`config.mk`:
```
export PLATFORM = sky130hd
export DESIGN_NAME = acs_ctrl
export DESIGN_NICKNAME = d
export VERILOG_FILES = /design/src/hdl/acs_ctrl.v
export VERILOG_INCLUDE_DIRS = /design/src /design/src/hdl
export SDC_FILE = /design/constraint.sdc
export NUM_CORES = 1
export LEC_CHECK = 0
export BUFFER_PORTS_ARGS = -buffer_cell sky130_fd_sc_hd__buf_2
export CAP_MARGIN = 20
export CORE_UTILIZATION = 45
export DETAILED_ROUTE_END_ITERATION = 10
export HOLD_SLACK_MARGIN = 0.03
export PLACE_DENSITY = 0.63
export SYNTH_ARGS = -nofsm -noshare
export SYNTH_HDL_FRONTEND = slang
export SYNTH_SLANG_ARGS = --single-unit
```
`constraint.sdc`:
```
create_clock -name clk -period 2.3 [get_ports clk]
set_input_delay 0.345 -clock clk [delete_from_list [all_inputs] [get_ports clk]]
set_output_delay 0.345 -clock clk [all_outputs]
set_load 0.02 [all_outputs]
```
`src/hdl/acs_regs.vh`:
```
`ifndef ACS_REGS_VH
`define ACS_REGS_VH
`define ACS_CLK_NS          50
`define ACS_PWRUP_NS        1000
`define ACS_CONV_HS_NS      4000
`define ACS_CONV_PD_NS      5000
`define ACS_PWRUP_CYC       ((`ACS_PWRUP_NS + `ACS_CLK_NS - 1) / `ACS_CLK_NS)
`define ACS_CONV_HS_CYC     ((`ACS_CONV_HS_NS + `ACS_CLK_NS - 1) / `ACS_CLK_NS)
`define ACS_CONV_PD_CYC     (`ACS_CONV_PD_NS / `ACS_CLK_NS)
`define ACS_RESULT_BITS     8
`define ACS_ST_DOWN         3'h0
`define ACS_ST_PWRUP        3'h1
`define ACS_ST_IDLE         3'h2
`define ACS_ST_CONV         3'h3
`define ACS_ST_PWRUP_PEND   3'h4
`define ACS_RESULT_RST      8'h00
`endif

```
`src/hdl/acs_ctrl.v`:
```
// Summary of operation
// - after reset the converter is powered down and waits for a trigger rising edge.
// - trigger falling edge ends tracking, holds input and starts conversion.
// - high-speed conversion ends after 4 us; result latched, trigger level sampled.
// - trigger high at conversion end keeps the converter powered.
// - trigger low at conversion end latches result then powers down.
// - while powered down, trigger rising edge starts a 1 us power-up.
// - early trigger fall waits out power-up, then converts; never converts unpowered.
// - power-down mode conversion takes 5 us from the falling edge, or from power-up end after an early fall, then powers down if trigger is low at end.
// - trigger rising edge enables the serial port; reading may start after it.
// - a read before conversion end delivers the previous result.
// - a result arriving mid-read is loaded only after that read finishes.
// - a read after conversion end shifts out the current result.
// - serial port works while converter is powered down.
// - each trigger rising edge clears the serial clock counter.
// - after eight bits further clocks are ignored; re-armed at eighth falling edge.
// - data driven on first rising serial clock after trigger rise and each after.
// - data output goes high impedance on falling edge of the eighth clock.
// - serial port works with free-running or burst serial clock.
// - no data shifted before a trigger rising edge is seen.
`timescale 1ns/10ps
`default_nettype none
`include "acs_regs.vh"
module acs_ctrl #(
    parameter integer WIDTH       = `ACS_RESULT_BITS,
    parameter integer PWRUP_CYC   = `ACS_PWRUP_CYC,
    parameter integer CONV_HS_CYC = `ACS_CONV_HS_CYC,
    parameter integer CONV_PD_CYC = `ACS_CONV_PD_CYC
) (
    input  wire             clk,
    input  wire             reset,
    input  wire             convert_trigger_n,
    input  wire             sclk,
    input  wire [WIDTH-1:0] sar_code,
    output reg              powered,
    output reg              hold,
    output reg              converting,
    output reg              dout_o,
    output reg              dout_oe
);
    localparam [31:0] PWRUP_W    = PWRUP_CYC;
    localparam [31:0] CONV_HS_W  = CONV_HS_CYC;
    localparam [31:0] CONV_PD_W  = CONV_PD_CYC;
    // the timer is eight bits wide; loads are cut to it on purpose, so counts above 255 cannot be used
    localparam [7:0]  PWRUP_LD   = PWRUP_W[7:0];
    localparam [7:0]  CONV_HS_LD = CONV_HS_W[7:0];
    localparam [7:0]  CONV_PD_LD = CONV_PD_W[7:0];

    // pins come from outside the clock domain: two flops, then a third for edges
    reg       trg_s1_q;
    reg       trg_s2_q;
    reg       trg_s3_q;
    reg       sck_s1_q;
    reg       sck_s2_q;
    reg       sck_s3_q;
    always @(posedge clk or posedge reset) begin
        if (reset) begin
            trg_s1_q <= 1'b0;
            trg_s2_q <= 1'b0;
            trg_s3_q <= 1'b0;
            sck_s1_q <= 1'b0;
            sck_s2_q <= 1'b0;
            sck_s3_q <= 1'b0;
        end else begin
            trg_s1_q <= convert_trigger_n;
            trg_s2_q <= trg_s1_q;
            trg_s3_q <= trg_s2_q;
            sck_s1_q <= sclk;
            sck_s2_q <= sck_s1_q;
            sck_s3_q <= sck_s2_q;
        end
    end
    wire trg_rise = trg_s2_q & ~trg_s3_q;
    wire trg_fall = ~trg_s2_q & trg_s3_q;
    wire sck_rise = sck_s2_q & ~sck_s3_q;
    wire sck_fall = ~sck_s2_q & sck_s3_q;

    // converter sequencer
    reg  [2:0]       state_q;
    reg  [2:0]       state_d;
    reg  [7:0]       tmr_q;
    reg  [7:0]       tmr_d;
    reg              mode_pd_q;
    reg              mode_pd_d;
    wire             tmr_last;
    wire             conv_done;
    wire             reading;

    assign tmr_last  = (tmr_q == 8'h01);
    assign conv_done = (state_q == `ACS_ST_CONV) && tmr_last;

    always @* begin
        state_d   = state_q;
        tmr_d     = tmr_q;
        mode_pd_d = mode_pd_q;
        case (state_q)
            `ACS_ST_DOWN: begin
                // a wake-up is always followed by a conversion on the long budget
                mode_pd_d = 1'b1;
                if (trg_rise) begin
                    state_d = `ACS_ST_PWRUP;
                    tmr_d   = PWRUP_LD;
                end
            end
            `ACS_ST_PWRUP: begin
                tmr_d = tmr_q - 8'h01;
                if (trg_fall && tmr_last) begin
                    // power is good in this very cycle, so the pending wait would underflow
                    state_d   = `ACS_ST_CONV;
                    mode_pd_d = 1'b1;
                    tmr_d     = CONV_PD_LD;
                end else if (trg_fall) begin
                    state_d = `ACS_ST_PWRUP_PEND;
                end else if (tmr_last) begin
                    state_d = `ACS_ST_IDLE;
                end
            end
            `ACS_ST_PWRUP_PEND: begin
                // input already held at the falling edge; conversion waits for power
                tmr_d = tmr_q - 8'h01;
                if (tmr_last) begin
                    state_d   = `ACS_ST_CONV;
                    mode_pd_d = 1'b1;
                    tmr_d     = CONV_PD_LD;
                end
            end
            `ACS_ST_IDLE: begin
                if (trg_fall) begin
                    state_d = `ACS_ST_CONV;
                    tmr_d   = mode_pd_q ? CONV_PD_LD : CONV_HS_LD;
                end
            end
            `ACS_ST_CONV: begin
                tmr_d = tmr_q - 8'h01;
                if (tmr_last) begin
                    // the trigger level is seen through the synchroniser, two cycles late
                    if (trg_s2_q) begin
                        state_d   = `ACS_ST_IDLE;
                        mode_pd_d = 1'b0;
                    end else begin
                        state_d   = `ACS_ST_DOWN;
                        mode_pd_d = 1'b1;
                    end
                end
            end
            default: begin
                state_d   = `ACS_ST_DOWN;
                tmr_d     = 8'h00;
                mode_pd_d = 1'b1;
            end
        endcase
    end

    always @(posedge clk or posedge reset) begin
        if (reset) begin
            state_q <= `ACS_ST_DOWN;
        end else begin
            state_q <= state_d;
        end
    end

    always @(posedge clk or posedge reset) begin
        if (reset) begin
            tmr_q <= 8'h00;
        end else begin
            tmr_q <= tmr_d;
        end
    end

    // reset into power-down mode, so the first conversion after wake-up gets the long budget
    always @(posedge clk or posedge reset) begin
        if (reset) begin
            mode_pd_q <= 1'b1;
        end else begin
            mode_pd_q <= mode_pd_d;
        end
    end

    // status levels decode the state register; powered is low only in power-down
    always @* begin
        powered    = (state_q != `ACS_ST_DOWN);
        converting = (state_q == `ACS_ST_CONV);
        hold       = (state_q == `ACS_ST_CONV) || (state_q == `ACS_ST_PWRUP_PEND);
    end

    // result latch; a finished code waits while a read is running
    reg  [WIDTH-1:0] result_q;
    reg  [WIDTH-1:0] result_d;
    reg              pend_q;
    reg              pend_d;
    reg  [WIDTH-1:0] sar_code_q;
    reg  [WIDTH-1:0] sar_code_d;

    // the code is captured at conversion end so a deferred load is the right one
    always @* begin
        sar_code_d = sar_code_q;
        if (conv_done) begin
            sar_code_d = sar_code;
        end
    end

    always @* begin
        result_d = result_q;
        pend_d   = pend_q;
        if (conv_done) begin
            if (reading) begin
                pend_d = 1'b1;
            end else begin
                result_d = sar_code;
                pend_d   = 1'b0;
            end
        end else if (pend_q && !reading) begin
            result_d = sar_code_q;
            pend_d   = 1'b0;
        end
    end

    always @(posedge clk or posedge reset) begin
        if (reset) begin
            sar_code_q <= `ACS_RESULT_RST;
        end else begin
            sar_code_q <= sar_code_d;
        end
    end

    always @(posedge clk or posedge reset) begin
        if (reset) begin
            result_q <= `ACS_RESULT_RST;
        end else begin
            result_q <= result_d;
        end
    end

    always @(posedge clk or posedge reset) begin
        if (reset) begin
            pend_q <= 1'b0;
        end else begin
            pend_q <= pend_d;
        end
    end

    // serial port; independent of the converter power state
    localparam [31:0] WIDTH_W  = WIDTH;
    // the bit counter is four bits; the full count is cut to it on purpose
    localparam [3:0]  CNT_FULL = WIDTH_W[3:0];
    reg  [3:0]       cnt_q;
    reg  [3:0]       cnt_d;
    reg              armed_q;
    reg  [WIDTH-1:0] shreg_q;
    wire [WIDTH-1:0] shreg_d;
    wire             sh_step;
    wire             sh_first;
    wire             sh_last;
    reg              dout_d;
    reg              dout_oe_d;

    assign reading  = armed_q && (cnt_q != 4'h0);
    // a trigger rise wins over a clock edge in the same cycle; the host keeps them apart
    assign sh_step  = armed_q && !trg_rise && sck_rise && (cnt_q < CNT_FULL);
    assign sh_first = sh_step && (cnt_q == 4'h0);
    assign sh_last  = armed_q && !trg_rise && sck_fall && (cnt_q == CNT_FULL);

    always @* begin
        cnt_d = cnt_q;
        if (trg_rise) begin
            cnt_d = 4'h0;
        end else if (sh_step) begin
            cnt_d = cnt_q + 4'h1;
        end else if (sh_last) begin
            cnt_d = 4'h0;
        end
    end

    always @(posedge clk or posedge reset) begin
        if (reset) begin
            cnt_q <= 4'h0;
        end else begin
            cnt_q <= cnt_d;
        end
    end

    // armed only by a trigger rise, so nothing leaves the pin before the first select
    always @(posedge clk or posedge reset) begin
        if (reset) begin
            armed_q <= 1'b0;
        end else if (trg_rise) begin
            armed_q <= 1'b1;
        end
    end

    // each stage above bit 0 takes the stored result bit below it on the first clock and the stage below after that; bit 0 takes zero
    genvar gi;
    generate
        for (gi = 0; gi < WIDTH; gi = gi + 1) begin : g_shift
            if (gi == 0) begin : g_lsb
                assign shreg_d[gi] = sh_step ? 1'b0 : shreg_q[gi];
            end else begin : g_upper
                assign shreg_d[gi] = sh_first ? result_q[gi-1] :
                                     sh_step  ? shreg_q[gi-1] : shreg_q[gi];
            end
        end
    endgenerate

    always @(posedge clk or posedge reset) begin
        if (reset) begin
            shreg_q <= `ACS_RESULT_RST;
        end else begin
            shreg_q <= shreg_d;
        end
    end

    always @* begin
        dout_d    = dout_o;
        dout_oe_d = dout_oe;
        if (trg_rise) begin
            dout_oe_d = 1'b0;
        end else if (sh_first) begin
            // first edge takes the stored result, which is still the old one mid-conversion
            dout_d    = result_q[WIDTH-1];
            dout_oe_d = 1'b1;
        end else if (sh_step) begin
            dout_d    = shreg_q[WIDTH-1];
            dout_oe_d = 1'b1;
        end else if (sh_last) begin
            dout_oe_d = 1'b0;
        end
    end

    always @(posedge clk or posedge reset) begin
        if (reset) begin
            dout_o <= 1'b0;
        end else begin
            dout_o <= dout_d;
        end
    end

    always @(posedge clk or posedge reset) begin
        if (reset) begin
            dout_oe <= 1'b0;
        end else begin
            dout_oe <= dout_oe_d;
        end
    end
endmodule
`default_nettype wire

```
# [Yosys cells after proc, flatten, opt, wreduce, memory -nomap -nowiden]
# Index checks and enable logic that the tools add are counted.
[word_totals] latchBits=0 reg_bits=49 inputBits=12 rom_bits=0 mem_count=0 word_cells=118 output_inout_bits=5 mem_bits_rw=0
[op_classes] reduce_logical=26 div_mod_pow=0 bitwise_logic=10 magnitude_cmp=1 eq_ne=13 mux=49 n_shift=0 n_addsub=2 mul=0
[ops] operator="8-bit 2-to-1 mux" count=7
[ops] operator="8-bit case mux with 5 select lines" count=1
[ops] operator="1-bit 2-to-1 mux" count=27
[ops] operator="3-bit 2-to-1 mux" count=7
[ops] operator="3-bit case mux with 5 select lines" count=1
[ops] operator="4-bit 2-to-1 mux" count=3
[ops] operator="1-bit logical AND" count=10
[ops] operator="2-bit inequality test (second input constant)" count=5
[ops] operator="8-bit by 1-bit == test with 1-bit output (second input constant)" count=1
[ops] operator="4-bit nonzero test" count=2
[ops] operator="8-bit by 1-bit subtractor with 8-bit output (second input constant)" count=1
[ops] operator="3-bit by 2-bit == test with 1-bit output (second input constant)" count=2
[ops] operator="6-bit 2-to-1 mux" count=1
[ops] operator="1-bit NOT" count=6
[ops] operator="2-bit AND reduction" count=3
[ops] operator="3-bit nonzero test" count=2
[ops] operator="5-bit AND reduction" count=1
[ops] operator="4-bit by 1-bit adder with 4-bit output (second input constant)" count=1
[ops] operator="1-bit bitwise AND" count=4
[ops] operator="4-bit == test (second input constant)" count=1
[ops] operator="4-bit logical NOT" count=1
[ops] operator="4-bit < comparator (second input constant)" count=1
[ops] operator="4-bit inequality test (second input constant)" count=1
[ops] operator="1-bit case mux with 4 select lines" count=1
[ops] operator="other kinds (9)" count=11

# [Depth between registers and ports, before layout]
# Gate-level depths: netlist (run 1).
[depth] depth_word=10 ltp_mapped=7 mapped_depth_nobuf=7

# [Least setup slack after synthesis (run 1)]
# No wires, ideal clock.
[synth_timing] kind="register to register" startpoint="register tmr_q[2]" endpoint="register result_q[0]" stages_incl_launch_ff=6 setup_slack_ns=-0.003 setup_ns=0.125 required_time_ns=2.175 n_path_buf=0 arrival_ns=2.179 cell_sequence="dfrtp_1 -> or4_4 -> nor4b_4 -> nand2_4 -> a21oi_4 -> mux2_2"
[synth_via] elab_chain_cells=4 elab_cells_between_ends=6 cone_classes="eq/ne (2); mux (1); reduce/logical (3)"
[synth_lines] element="start, declared" line_no="acs_ctrl.v:81" source="reg [7:0] tmr_q;"
[synth_lines] element="start signal, assigned" line_no="acs_ctrl.v:166" source="tmr_q <= tmr_d;"
[synth_lines] element="8-bit by 1-bit == test with 1-bit output *" line_no="acs_ctrl.v:89" source="assign tmr_last = (tmr_q == 8'h01);"
[synth_lines] element="1-bit logical AND *" line_no="acs_ctrl.v:90" source="assign conv_done = (state_q == `ACS_ST_CONV) && tmr_last;"
[synth_lines] element="2-bit inequality test (no source line) or 2-bit nonzero test (tied branches)"
[synth_lines] element="2-bit AND reduction (no source line)"
[synth_lines] element="end signal, assigned" line_no="acs_ctrl.v:228" source="result_q <= `ACS_RESULT_RST;"
[synth_lines] element="end signal, assigned" line_no="acs_ctrl.v:230" source="result_q <= result_d;"
[synth_lines] element="end, declared" line_no="acs_ctrl.v:187" source="reg [WIDTH-1:0] result_q;"
# Mark *: on every way between the ends. The rest lies on a longest branch, timed or not.
# A chain may end at the register's enable or synchronous reset.

# [Worst setup path after layout (run 1)]
[layout_timing] startpoint="register tmr_q[5]" endpoint="register result_q[5]"
[layout_via] elab_cells_between_ends=6 cone_classes="eq/ne (2); mux (1); reduce/logical (3)"
[layout_rtl] element="8-bit by 1-bit == test with 1-bit output" line_no="acs_ctrl.v:89"
[layout_rtl] element="1-bit logical AND" line_no="acs_ctrl.v:90"
[layout_rtl] element="8-bit 2-to-1 mux" line_no="acs_ctrl.v:205" source="if (conv_done) begin"
[layout_rtl] element="net result_d[5]" line_no="acs_ctrl.v:188" source="reg [WIDTH-1:0] result_d;"
# The timed path passes the listed nets, and every way through them passes these cells.

==> out/metrics.yaml, run 1 <==
run_status:
  status: "completed"
floorplan:
  die_h_um: 73.63
  initial_utilization: 0.4792
  die_w_um: 73.63
  ios: 17
  core_um2: 4817
  rows: 25
  dieArea_um2: 5421
logic_synthesis:
  ys_seq_area_frac: 0.5317
  ys_warn_count: 0
  synth_edf_count: 0
  post-synth-top-count-cell: "dfrtp_1"
  synth_area_leaders: "dfrtp_1 (52%), mux2_2 (7.8%), o21ai_0 (4.1%), nand2_1 (3.1%), mux2i_1 (3.0%)"
  syn_nets: 228
  syn-mean-instance-area_um2: 10.89
  synth_top_area_frac: 0.5203
  synthDistinctLibCells: 42
  synth_common_cells: "dfrtp_1 (48), nand2_1 (19), o21ai_0 (19), mux2_2 (16)"
  ys_ff_latch: 49
  synthCells: 212
  ys_async_sr_fraction: 1.000
  ys.flop_type: "dfrtp_1"
  syn_area_um2: 2308
  yosysTopAreaCell: "dfrtp_1"
layout:
  fin_area_um2: 2684
  n_antenna_cell: 0
  multi_input_area_um2: 1010
  fill_cells: 431
  nets: 257
  syn2layout_area_growth_pct: 16.26
  final-instance-count-excl-fill: 309
  layout-drive-gt1-share: 0.2727
  final-seq-area_um2: 1227
drt:
  vias_per_cell: 5.117
  drcViolationCount: 0
  drtIter0Drc: 78
  vias: 1581
  firstDrtPassIters: 4
  wl_per_cell_um: 13.38
  wirelength_mm: 4.134
  ant_nets: 0
clock_tree:
  cts_root_buf: "clkbuf_8"
  clock_sinks: 49
  cts.htree.levels: 2
  clk_latency_ns: 0.30
  path_clk_slew_ns: 0.09
  cts_buffers: 5
  post_cts.repair.setup_buffers: 0
  cts_buffer_depth: 2
  ctsHoldBuffers: 0
  ctsResizeCount: 0
  cts_tree: "built"
critical_path:
  crit_family: "simple AND/OR/NAND/NOR gates"
  crit_path_end: "result_q[5]"
  crit_path_start: "tmr_q[5]"
  r2r_start: "tmr_q[5]"
  reg2regPathDepth: 6
  worstSetupPathType: "reg -> reg"
  crit_top_cell: "mux2_2"
  startpoint_type: "flip-flop"
  r2r-end: "result_q[5]"
  critPathBufInv: 1
  crit_path_max_incr_delay_ns: 0.58
  critPathRequiredTime_ns: 2.50
  worstSetupPathDepth: 6
  r2r_slack_ns: 0.07
  end_kind: "flip-flop"
  crit_slowest_cell: "or4_4"
  crit_chain: "or4_4 > nor4b_4 > nand2_4 > buf_4 > mux2_2 > mux2_2"
  crit_fanout: 5
  cp.arrival_ns: 2.43
placed_design:
  hpwl_mm: 2.849
  dp_cells: 298
  placed_area_um2: 2532
  gp_congestion: 0.8185
  place.port_buffers: 16
timing:
  final.setup.tns_ns: 0
  period_minus_slack_ns: 2.234
  setup_viol: 0
  fmax_ghz: 0.4476
  timing.final.crit_share: 0.9713
  slew_violations: 0
  max-slew-margin-rel: 0.5962
  worstMarginPinSlew_ns: 0.6057
  skew_ns: 0.01464
  hold_viol: 0
global_routing:
  grt_overflow_total: 0
  grt_usage: 0.1662
  first_global_vias: 1482
  antenna_found_initial: 0
  grt_start_max_net_pins: 50
  grt_pass1_wl_mm: 6.637
power:
  leakagePower_nw: 1.234
  power.density_nw_per_um2: 938.3
  max-vdd-ir-drop_mv: 0.4528
worst_hold_path:
  hold_path.class: "in -> reg"
  hp-start: "convert_trigger_n"
run:
  max-cap-violations: 0
==> kinds of logic after synthesis <==
group,share of synthesized area
xor gates and xnor gates,0.01897
muxes,0.1084
adders and majority gates,0.02168
DFF,0.5317
and+or+nand+nor,0.1642
buffers and inverters,0.03089
AOI/OAI and AO/OA,0.1241
==> layout make-up <==
type	count	area share
clock inverter	1	0.01119
tap	67	0.03124
inverter	9	0.01259
clock buffer	7	0.03217
multi-input combinational	144	0.3762
sequential	49	0.4573
timing repair buffer	32	0.07925
==> worst register-to-register path, delay by kind of cell, from the launching register on <==
kind / cells / cell delay, ns
buffers and inverters: 1 / 0.17
flip-flops: 1 / 0.38
multiplexers: 2 / 0.54
AND/OR/NAND/NOR: 3 / 1.04
==> flip-flops by register name (all words and copies together), names as in the netlist, 3 cells and up <==
register    count
tmr_q           8
sar_code_q      8
state_q         3
result_q        8
shreg_q         7
cnt_q           4
==> per-stage QoR <==
| stage | hold WS [ns] | utilization | total power, mW | worst slack [ns] |
|---|---|---|---|---|
| after global routing | 0.1242 | 0.5571 | 2.682 | -0.01195 |
| final | 0.1408 | 0.5571 | 2.518 | 0.06600 |
| after floorplan | 0.3312 | - | 1.660 | 0.0007370 |
| after CTS | 0.1280 | 0.5499 | 2.545 | 0.008823 |
| after detailed placement | 0.3363 | 0.5257 | 1.904 | 0.04974 |
| after global placement | 0.3331 | 0.5257 | 1.899 | 0.07803 |
==> placed cells by master, fill, tap and decap left out, types with 2 or more instances in the layout <==
| master | Yosys | final |
|---|---|---|
| a311oi_1 | 2 | 2 |
| a21oi_1 | 10 | 10 |
| inv_1 | 9 | 8 |
| nand2_1 | 19 | 19 |
| xnor2_1 | 4 | 4 |
| nor3_1 | 3 | 3 |
| or3_2 | 2 | 2 |
| nor3b_1 | 2 | 2 |
| nor4_1 | 2 | 2 |
| or3_1 | 2 | 2 |
| nand3_1 | 6 | 6 |
| mux2_2 | 16 | 16 |
| o22ai_1 | 2 | 2 |
| dfrtp_1 | 48 | 48 |
| a31oi_1 | 3 | 3 |
| ha_1 | 4 | 4 |
| buf_2 | 0 | 16 |
| a21o_1 | 2 | 2 |
| mux2i_1 | 7 | 7 |
| nor4bb_1 | 2 | 2 |
| nor2_1 | 10 | 10 |
| clkbuf_8 | 0 | 6 |
| o21ai_0 | 19 | 19 |
| buf_4 | 0 | 15 |
| a2111oi_0 | 2 | 2 |
| nand2b_1 | 4 | 4 |
| nor2b_1 | 6 | 6 |
==> worst min-delay path by stage <==
stage / end / slack [ns] / cells after the start
floorplan: sck_s2_q / 0.33 / 0
global placement: sck_s2_q / 0.33 / 0
detailed placement: sck_s2_q / 0.34 / 0
CTS: trg_s1_q / 0.13 / 1
global route: trg_s1_q / 0.12 / 1
finish: trg_s1_q / 0.14 / 1
==> routing by layer <==
layer  vias up  routed length, um  track usage
li1        809                  -            -
met1       747               2042       0.2288
met2        21               1932       0.2477
met3         4                116      0.04115
met4         0                 42      0.07692
met5         -                  0            0
==> power breakdown <==
part | internal [mW] | switching [mW] | leakage, nW | total [mW]
logic | 0.351 | 0.468 | 0.551 | 0.820
clock network | 0.355 | 0.274 | 0.0585 | 0.628
registers | 0.973 | 0.0973 | 0.624 | 1.07
total | 1.68 | 0.840 | 1.23 | 2.52
No activity file was read; power rests on OpenSTA's default activity.
==> inputs of run 2 (changes only) <==
==> constraint.sdc (replaced) <==
create_clock -name clk -period 2.3 [get_ports clk]
set_input_delay 0.69 -clock clk [delete_from_list [all_inputs] [get_ports clk]]
set_output_delay 0.69 -clock clk [all_outputs]
set_load 0.02 [all_outputs]
==> out/metrics.yaml, run 2 (synthesized netlist as in run 1, its figures left out) <==
run_status:
  status: "completed"
clock_tree:
  cts_tree: "built"
  path_clk_slew_ns: 0.09
  clk_latency_ns: 0.30
  cts_buffers: 5
  cts_root_buf: "clkbuf_8"
  clock_sinks: 49
  cts_buffer_depth: 2
  ctsHoldBuffers: 0
  cts.htree.levels: 2
timing:
  setup_viol: 0
  hold_viol: 0
  rsz0062_at_grt: "no"
  slew_violations: 0
  fmax_ghz: 0.4503
  final.setup.tns_ns: 0
  skew_ns: 0.01330
  setup_slack_ns: 0.07942
  period_minus_slack_ns: 2.221
  timing.final.crit_share: 0.9655
  hold_ws_ns: 0.3520
  worstMarginPinSlew_ns: 0.4852
  max-slew-margin-rel: 0.6759
placed_design:
  placed_area_um2: 2562
  place.port_buffers: 16
  dp_cells: 302
  hpwl_mm: 2.955
  post-place-ws_ns: 0.03804
  gp_congestion: 0.8039
layout:
  syn2layout_area_growth_pct: 17.34
  fin_area_um2: 2709
  final_common_cell: "dfrtp_1"
  nets: 262
  final-instance-count-excl-fill: 314
  reg_top3: "result_q (8), sar_code_q (8), tmr_q (8)"
  layout-drive-gt1-share: 0.2874
  mostFrequentLayoutCells: "dfrtp_1 (48), buf_4 (21), o21ai_0 (19), nand2_1 (19)"
  n_antenna_cell: 0
worst_hold_path:
  hold_path.class: "reg -> reg"
power:
  sequentialPowerShare: 0.418
  power.net_switching_mw: 0.8492
  leakagePower_nw: 1.252
  power.density_nw_per_um2: 942.1
  combPwrFrac: 0.334
  internal_power_mw: 1.703
  power_frac_clock: 0.247
  swShare: 0.3327
  max-vdd-ir-drop_mv: 0.4703
global_routing:
  grt_overflow_total: 0
  grt_pass1_wl_mm: 6.900
  grt_usage: 0.1732
  grt_start_max_net_pins: 24
  antenna_found_initial: 0
  first_global_vias: 1491
floorplan:
  die_w_um: 73.63
  rows: 25
  die_h_um: 73.63
  core_um2: 4817
  dieArea_um2: 5421
  ios: 17
  initial_utilization: 0.4792
drt:
  firstDrtPassIters: 4
  drcViolationCount: 0
  drtIter0Drc: 79
  wl_per_cell_um: 13.19
  vias_per_cell: 5.051
  ant_nets: 0
  vias: 1586
  wirelength_mm: 4.141
critical_path:
  crit_fanout: 9
  critPathRequiredTime_ns: 1.61
  cp.arrival_ns: 1.53
  end_kind: "output port"
  worstSetupPathType: "reg -> out"
  startpoint_type: "flip-flop"
run:
  max-cap-violations: 0
-- run 2: cell types whose count changed in the layout (fill, tap and decap cells not counted), sizes merged --
| cell | previous run | this run |
|---|---|---|
| buf | 32 | 37 |
-- run 2: final cells by class --
cell class              count  area [um^2]
clock buffers               7        86.33
clock inverters             1        30.03
fillers                   431         2108
inverters                   9        33.78
multi-input cells         144         1010
flip-flops and latches     49         1227
well taps                  67        83.83
repair buffers             37        237.7
-- run 2: path summary, 6_finish.rpt --
kind,startpoint,to,slack (ns),cells past startpoint
min in group asynchronous,reset,trg_s1_q,0.39,2
min,sck_s1_q,sck_s2_q,0.35,0
max in group asynchronous,reset,sar_code_q[5],1.35,3
max reg2reg,tmr_q[5],tmr_q[6],0.09,5
min reg2reg,sck_s1_q,sck_s2_q,0.35,0
max,state_q[1],powered,0.08,3
-- run 2: what timing repair did --
| action | CTS | global route |
|---|---|---|
| gates resized for setup | 0 | 1 |
| setup buffers | 0 | 4 |
| setup endpoints to repair | 0 | 9 |
-- run 2: power by group through the flow --
stage               Combinational [mW]  Sequential [mW]  Clock (mW)
floorplan                        0.585             1.08           0
global placement                 0.856             1.08           0
detailed placement               0.853             1.09           0
CTS                              0.855             1.07       0.642
global route                     0.945             1.08       0.674
finish                           0.854             1.07       0.631
-- run 2: per-stage QoR --
step / util / power, mW
after global placement: 0.5319 / 1.937
after detailed placement: 0.5319 / 1.939
after floorplan: - / 1.660
after CTS: 0.5561 / 2.565
final: 0.5623 / 2.552
after global routing: 0.5623 / 2.704
-- run 2: critical path, cell delays in order, from the launching register on --
cell and delay, ns:
dfrtp_1 0.49, buf_4 0.21, or3_1 0.36, buf_2 0.17
-- run 2: metal layers --
| layer | vias to the layer above | share of wire | GRT usage |
|---|---|---|---|
| met5 | - | 0 | 0 |
| met4 | 0 | 0.015 | 0.07051 |
| met3 | 4 | 0.024 | 0.04115 |
| met2 | 14 | 0.46 | 0.2712 |
| met1 | 755 | 0.50 | 0.2320 |
| li1 | 813 | - | - |
==> inputs of run 3 (changes only) <==
--- a/config.mk
+++ b/config.mk
@@ -6,7 +6,7 @@
 export SDC_FILE = /design/constraint.sdc
 export NUM_CORES = 1
 export LEC_CHECK = 0
-export BUFFER_PORTS_ARGS = -buffer_cell sky130_fd_sc_hd__buf_2
+export BUFFER_PORTS_ARGS = -buffer_cell sky130_fd_sc_hd__clkbuf_2
 export CAP_MARGIN = 20
 export CORE_UTILIZATION = 45
 export DETAILED_ROUTE_END_ITERATION = 10
==> out/metrics.yaml, run 3 (synthesized netlist as in run 1, its figures left out) <==
worst_hold_path:
  hold_depth: 0
  hold_path_end: "trg_s2_q"
  hp-start: "trg_s1_q"
  hold_path.class: "reg -> reg"
critical_path:
  startpoint_type: "flip-flop"
  r2r_slack_ns: 0.11
  r2r_start: "tmr_q[5]"
  r2r-end: "tmr_q[6]"
  crit_fanout: 15
  reg2regPathDepth: 5
  worstSetupPathType: "reg -> out"
  critPathRequiredTime_ns: 1.61
  crit_path_start: "state_q[0]"
  cp.arrival_ns: 1.51
  end_kind: "output port"
run_status:
  status: "completed"
global_routing:
  grt_usage: 0.1811
  antenna_found_initial: 0
  grt_start_max_net_pins: 50
  grt_overflow_total: 0
  grt_pass1_wl_mm: 7.472
  first_global_vias: 1590
timing:
  final.setup.tns_ns: 0
  hold_ws_ns: 0.3567
  setup_viol: 0
  slew_violations: 0
  skew_ns: 0.005793
  worstMarginPinSlew_ns: 0.4547
  period_minus_slack_ns: 2.195
  hold_viol: 0
  timing.final.crit_share: 0.9545
  fmax_ghz: 0.4555
  max-slew-margin-rel: 0.6954
  rsz0062_at_grt: "no"
clock_tree:
  path_clk_slew_ns: 0.09
  clk_latency_ns: 0.29
  cts.htree.levels: 2
  cts_buffer_depth: 2
  clock_sinks: 49
  cts_tree: "built"
  cts_buffers: 5
  cts_root_buf: "clkbuf_8"
placed_design:
  gp_congestion: 0.7735
  hpwl_mm: 2.961
  placed_area_um2: 2552
  place.port_buffers: 16
power:
  power_frac_clock: 0.210
  total_power_mw: 2.416
  leakagePower_nw: 1.215
  internal_power_mw: 1.550
  sequentialPowerShare: 0.442
  power.net_switching_mw: 0.8655
  combPwrFrac: 0.348
  swShare: 0.3583
  power.density_nw_per_um2: 905.2
  max-vdd-ir-drop_mv: 0.4654
floorplan:
  rows: 25
  die_h_um: 73.63
  initial_utilization: 0.4792
  die_w_um: 73.63
  dieArea_um2: 5421
  ios: 17
  core_um2: 4817
drt:
  maxUsedRoutingLayer: "met4"
  routed-wl-met2_mm: 1.948
  drcViolationCount: 0
  wl_met1_mm: 2.129
  vias_per_cell: 5.179
  firstDrtPassIters: 4
  drtIter0Drc: 129
  wl_met3_um: 75
  vias: 1595
  ant_nets: 0
  wirelength_mm: 4.178
  wl_per_cell_um: 13.56
layout:
  fill_cells: 451
  mostFrequentLayoutCells: "dfrtp_1 (48), o21ai_0 (19), nand2_1 (19)"
  final_common_cell: "dfrtp_1"
  fin_area_um2: 2669
  syn2layout_area_growth_pct: 15.61
  layout-drive-gt1-share: 0.2780
  n_antenna_cell: 0
  reg_top3: "result_q (8), sar_code_q (8), tmr_q (8)"
  nets: 256
run:
  max-cap-violations: 0
[run 3: cell count changes in the layout (fill, tap and decap cells not counted), moves of 2 or more]
cell / delta
clkinvlp_4: +3
buf_12: +2
buf_2: -16
buf_4: -8
clkbuf_2: +16
[run 3: critical path, cell delays in order, from the launching register on]
cell,delay (ns)
dfrtp_1,0.38
buf_4,0.18
nor2_1,0.25
nand2_1,0.14
nand2b_1,0.09
clkbuf_2,0.16
[run 3: power groups by stage]
stage / sequential [mW] / combinational, mW / clock (mW)
final: 1.07 / 0.841 / 0.506
after detailed placement: 1.09 / 0.844 / 0
after floorplan: 1.08 / 0.585 / 0
after global routing: 1.09 / 0.949 / 0.554
after global placement: 1.08 / 0.837 / 0
after CTS: 1.07 / 0.848 / 0.525
[run 3: how the worst max path moves through the flow]
| stage | cells after the start | end | slack, ns |
|---|---|---|---|
| CTS | 5 | result_q[3] | 0.02 |
| global placement | 5 | result_q[5] | 0.07 |
| finish | 5 | hold | 0.10 |
| floorplan | 5 | result_q[0] | 0.0007 |
| global route | 5 | result_q[7] | 0.02 |
| detailed placement | 5 | result_q[3] | 0.03 |
[run 3: final cells by class]
| cell class | instances | area (um^2) | area share |
|---|---|---|---|
| clock buffers | 5 | 68.82 | 0.02579 |
| clock inverters | 3 | 22.52 | 0.008439 |
| inverters | 9 | 33.78 | 0.01266 |
| multi-input cells | 144 | 1015 | 0.3802 |
| flip-flops and latches | 49 | 1227 | 0.4599 |
| well taps | 67 | 83.83 | 0.03141 |
| repair buffers | 31 | 217.7 | 0.08158 |
[run 3: repair_timing]
item	CTS	global route
buffers inserted	0	1
hold buffers	0	0
endpoints found under the hold margin	0	0
resized for setup	0	2
setup endpoints to repair	0	11
[run 3: per-layer routing]
layer / track usage / up-vias
met5: 0 / -
met4: 0.04487 / 0
met3: 0.02881 / 4
met2: 0.2895 / 16
met1: 0.2588 / 771
li1: - / 804
[run 3: through the flow]
step                      instances  utilization  setup WS [ns]
final                           308       0.5540         0.1046
after global routing            308       0.5540        0.01562
after CTS                       307       0.5488        0.01671
after detailed placement        299       0.5299        0.02666
after global placement          299       0.5299        0.06825
after floorplan                 212            -      0.0007370
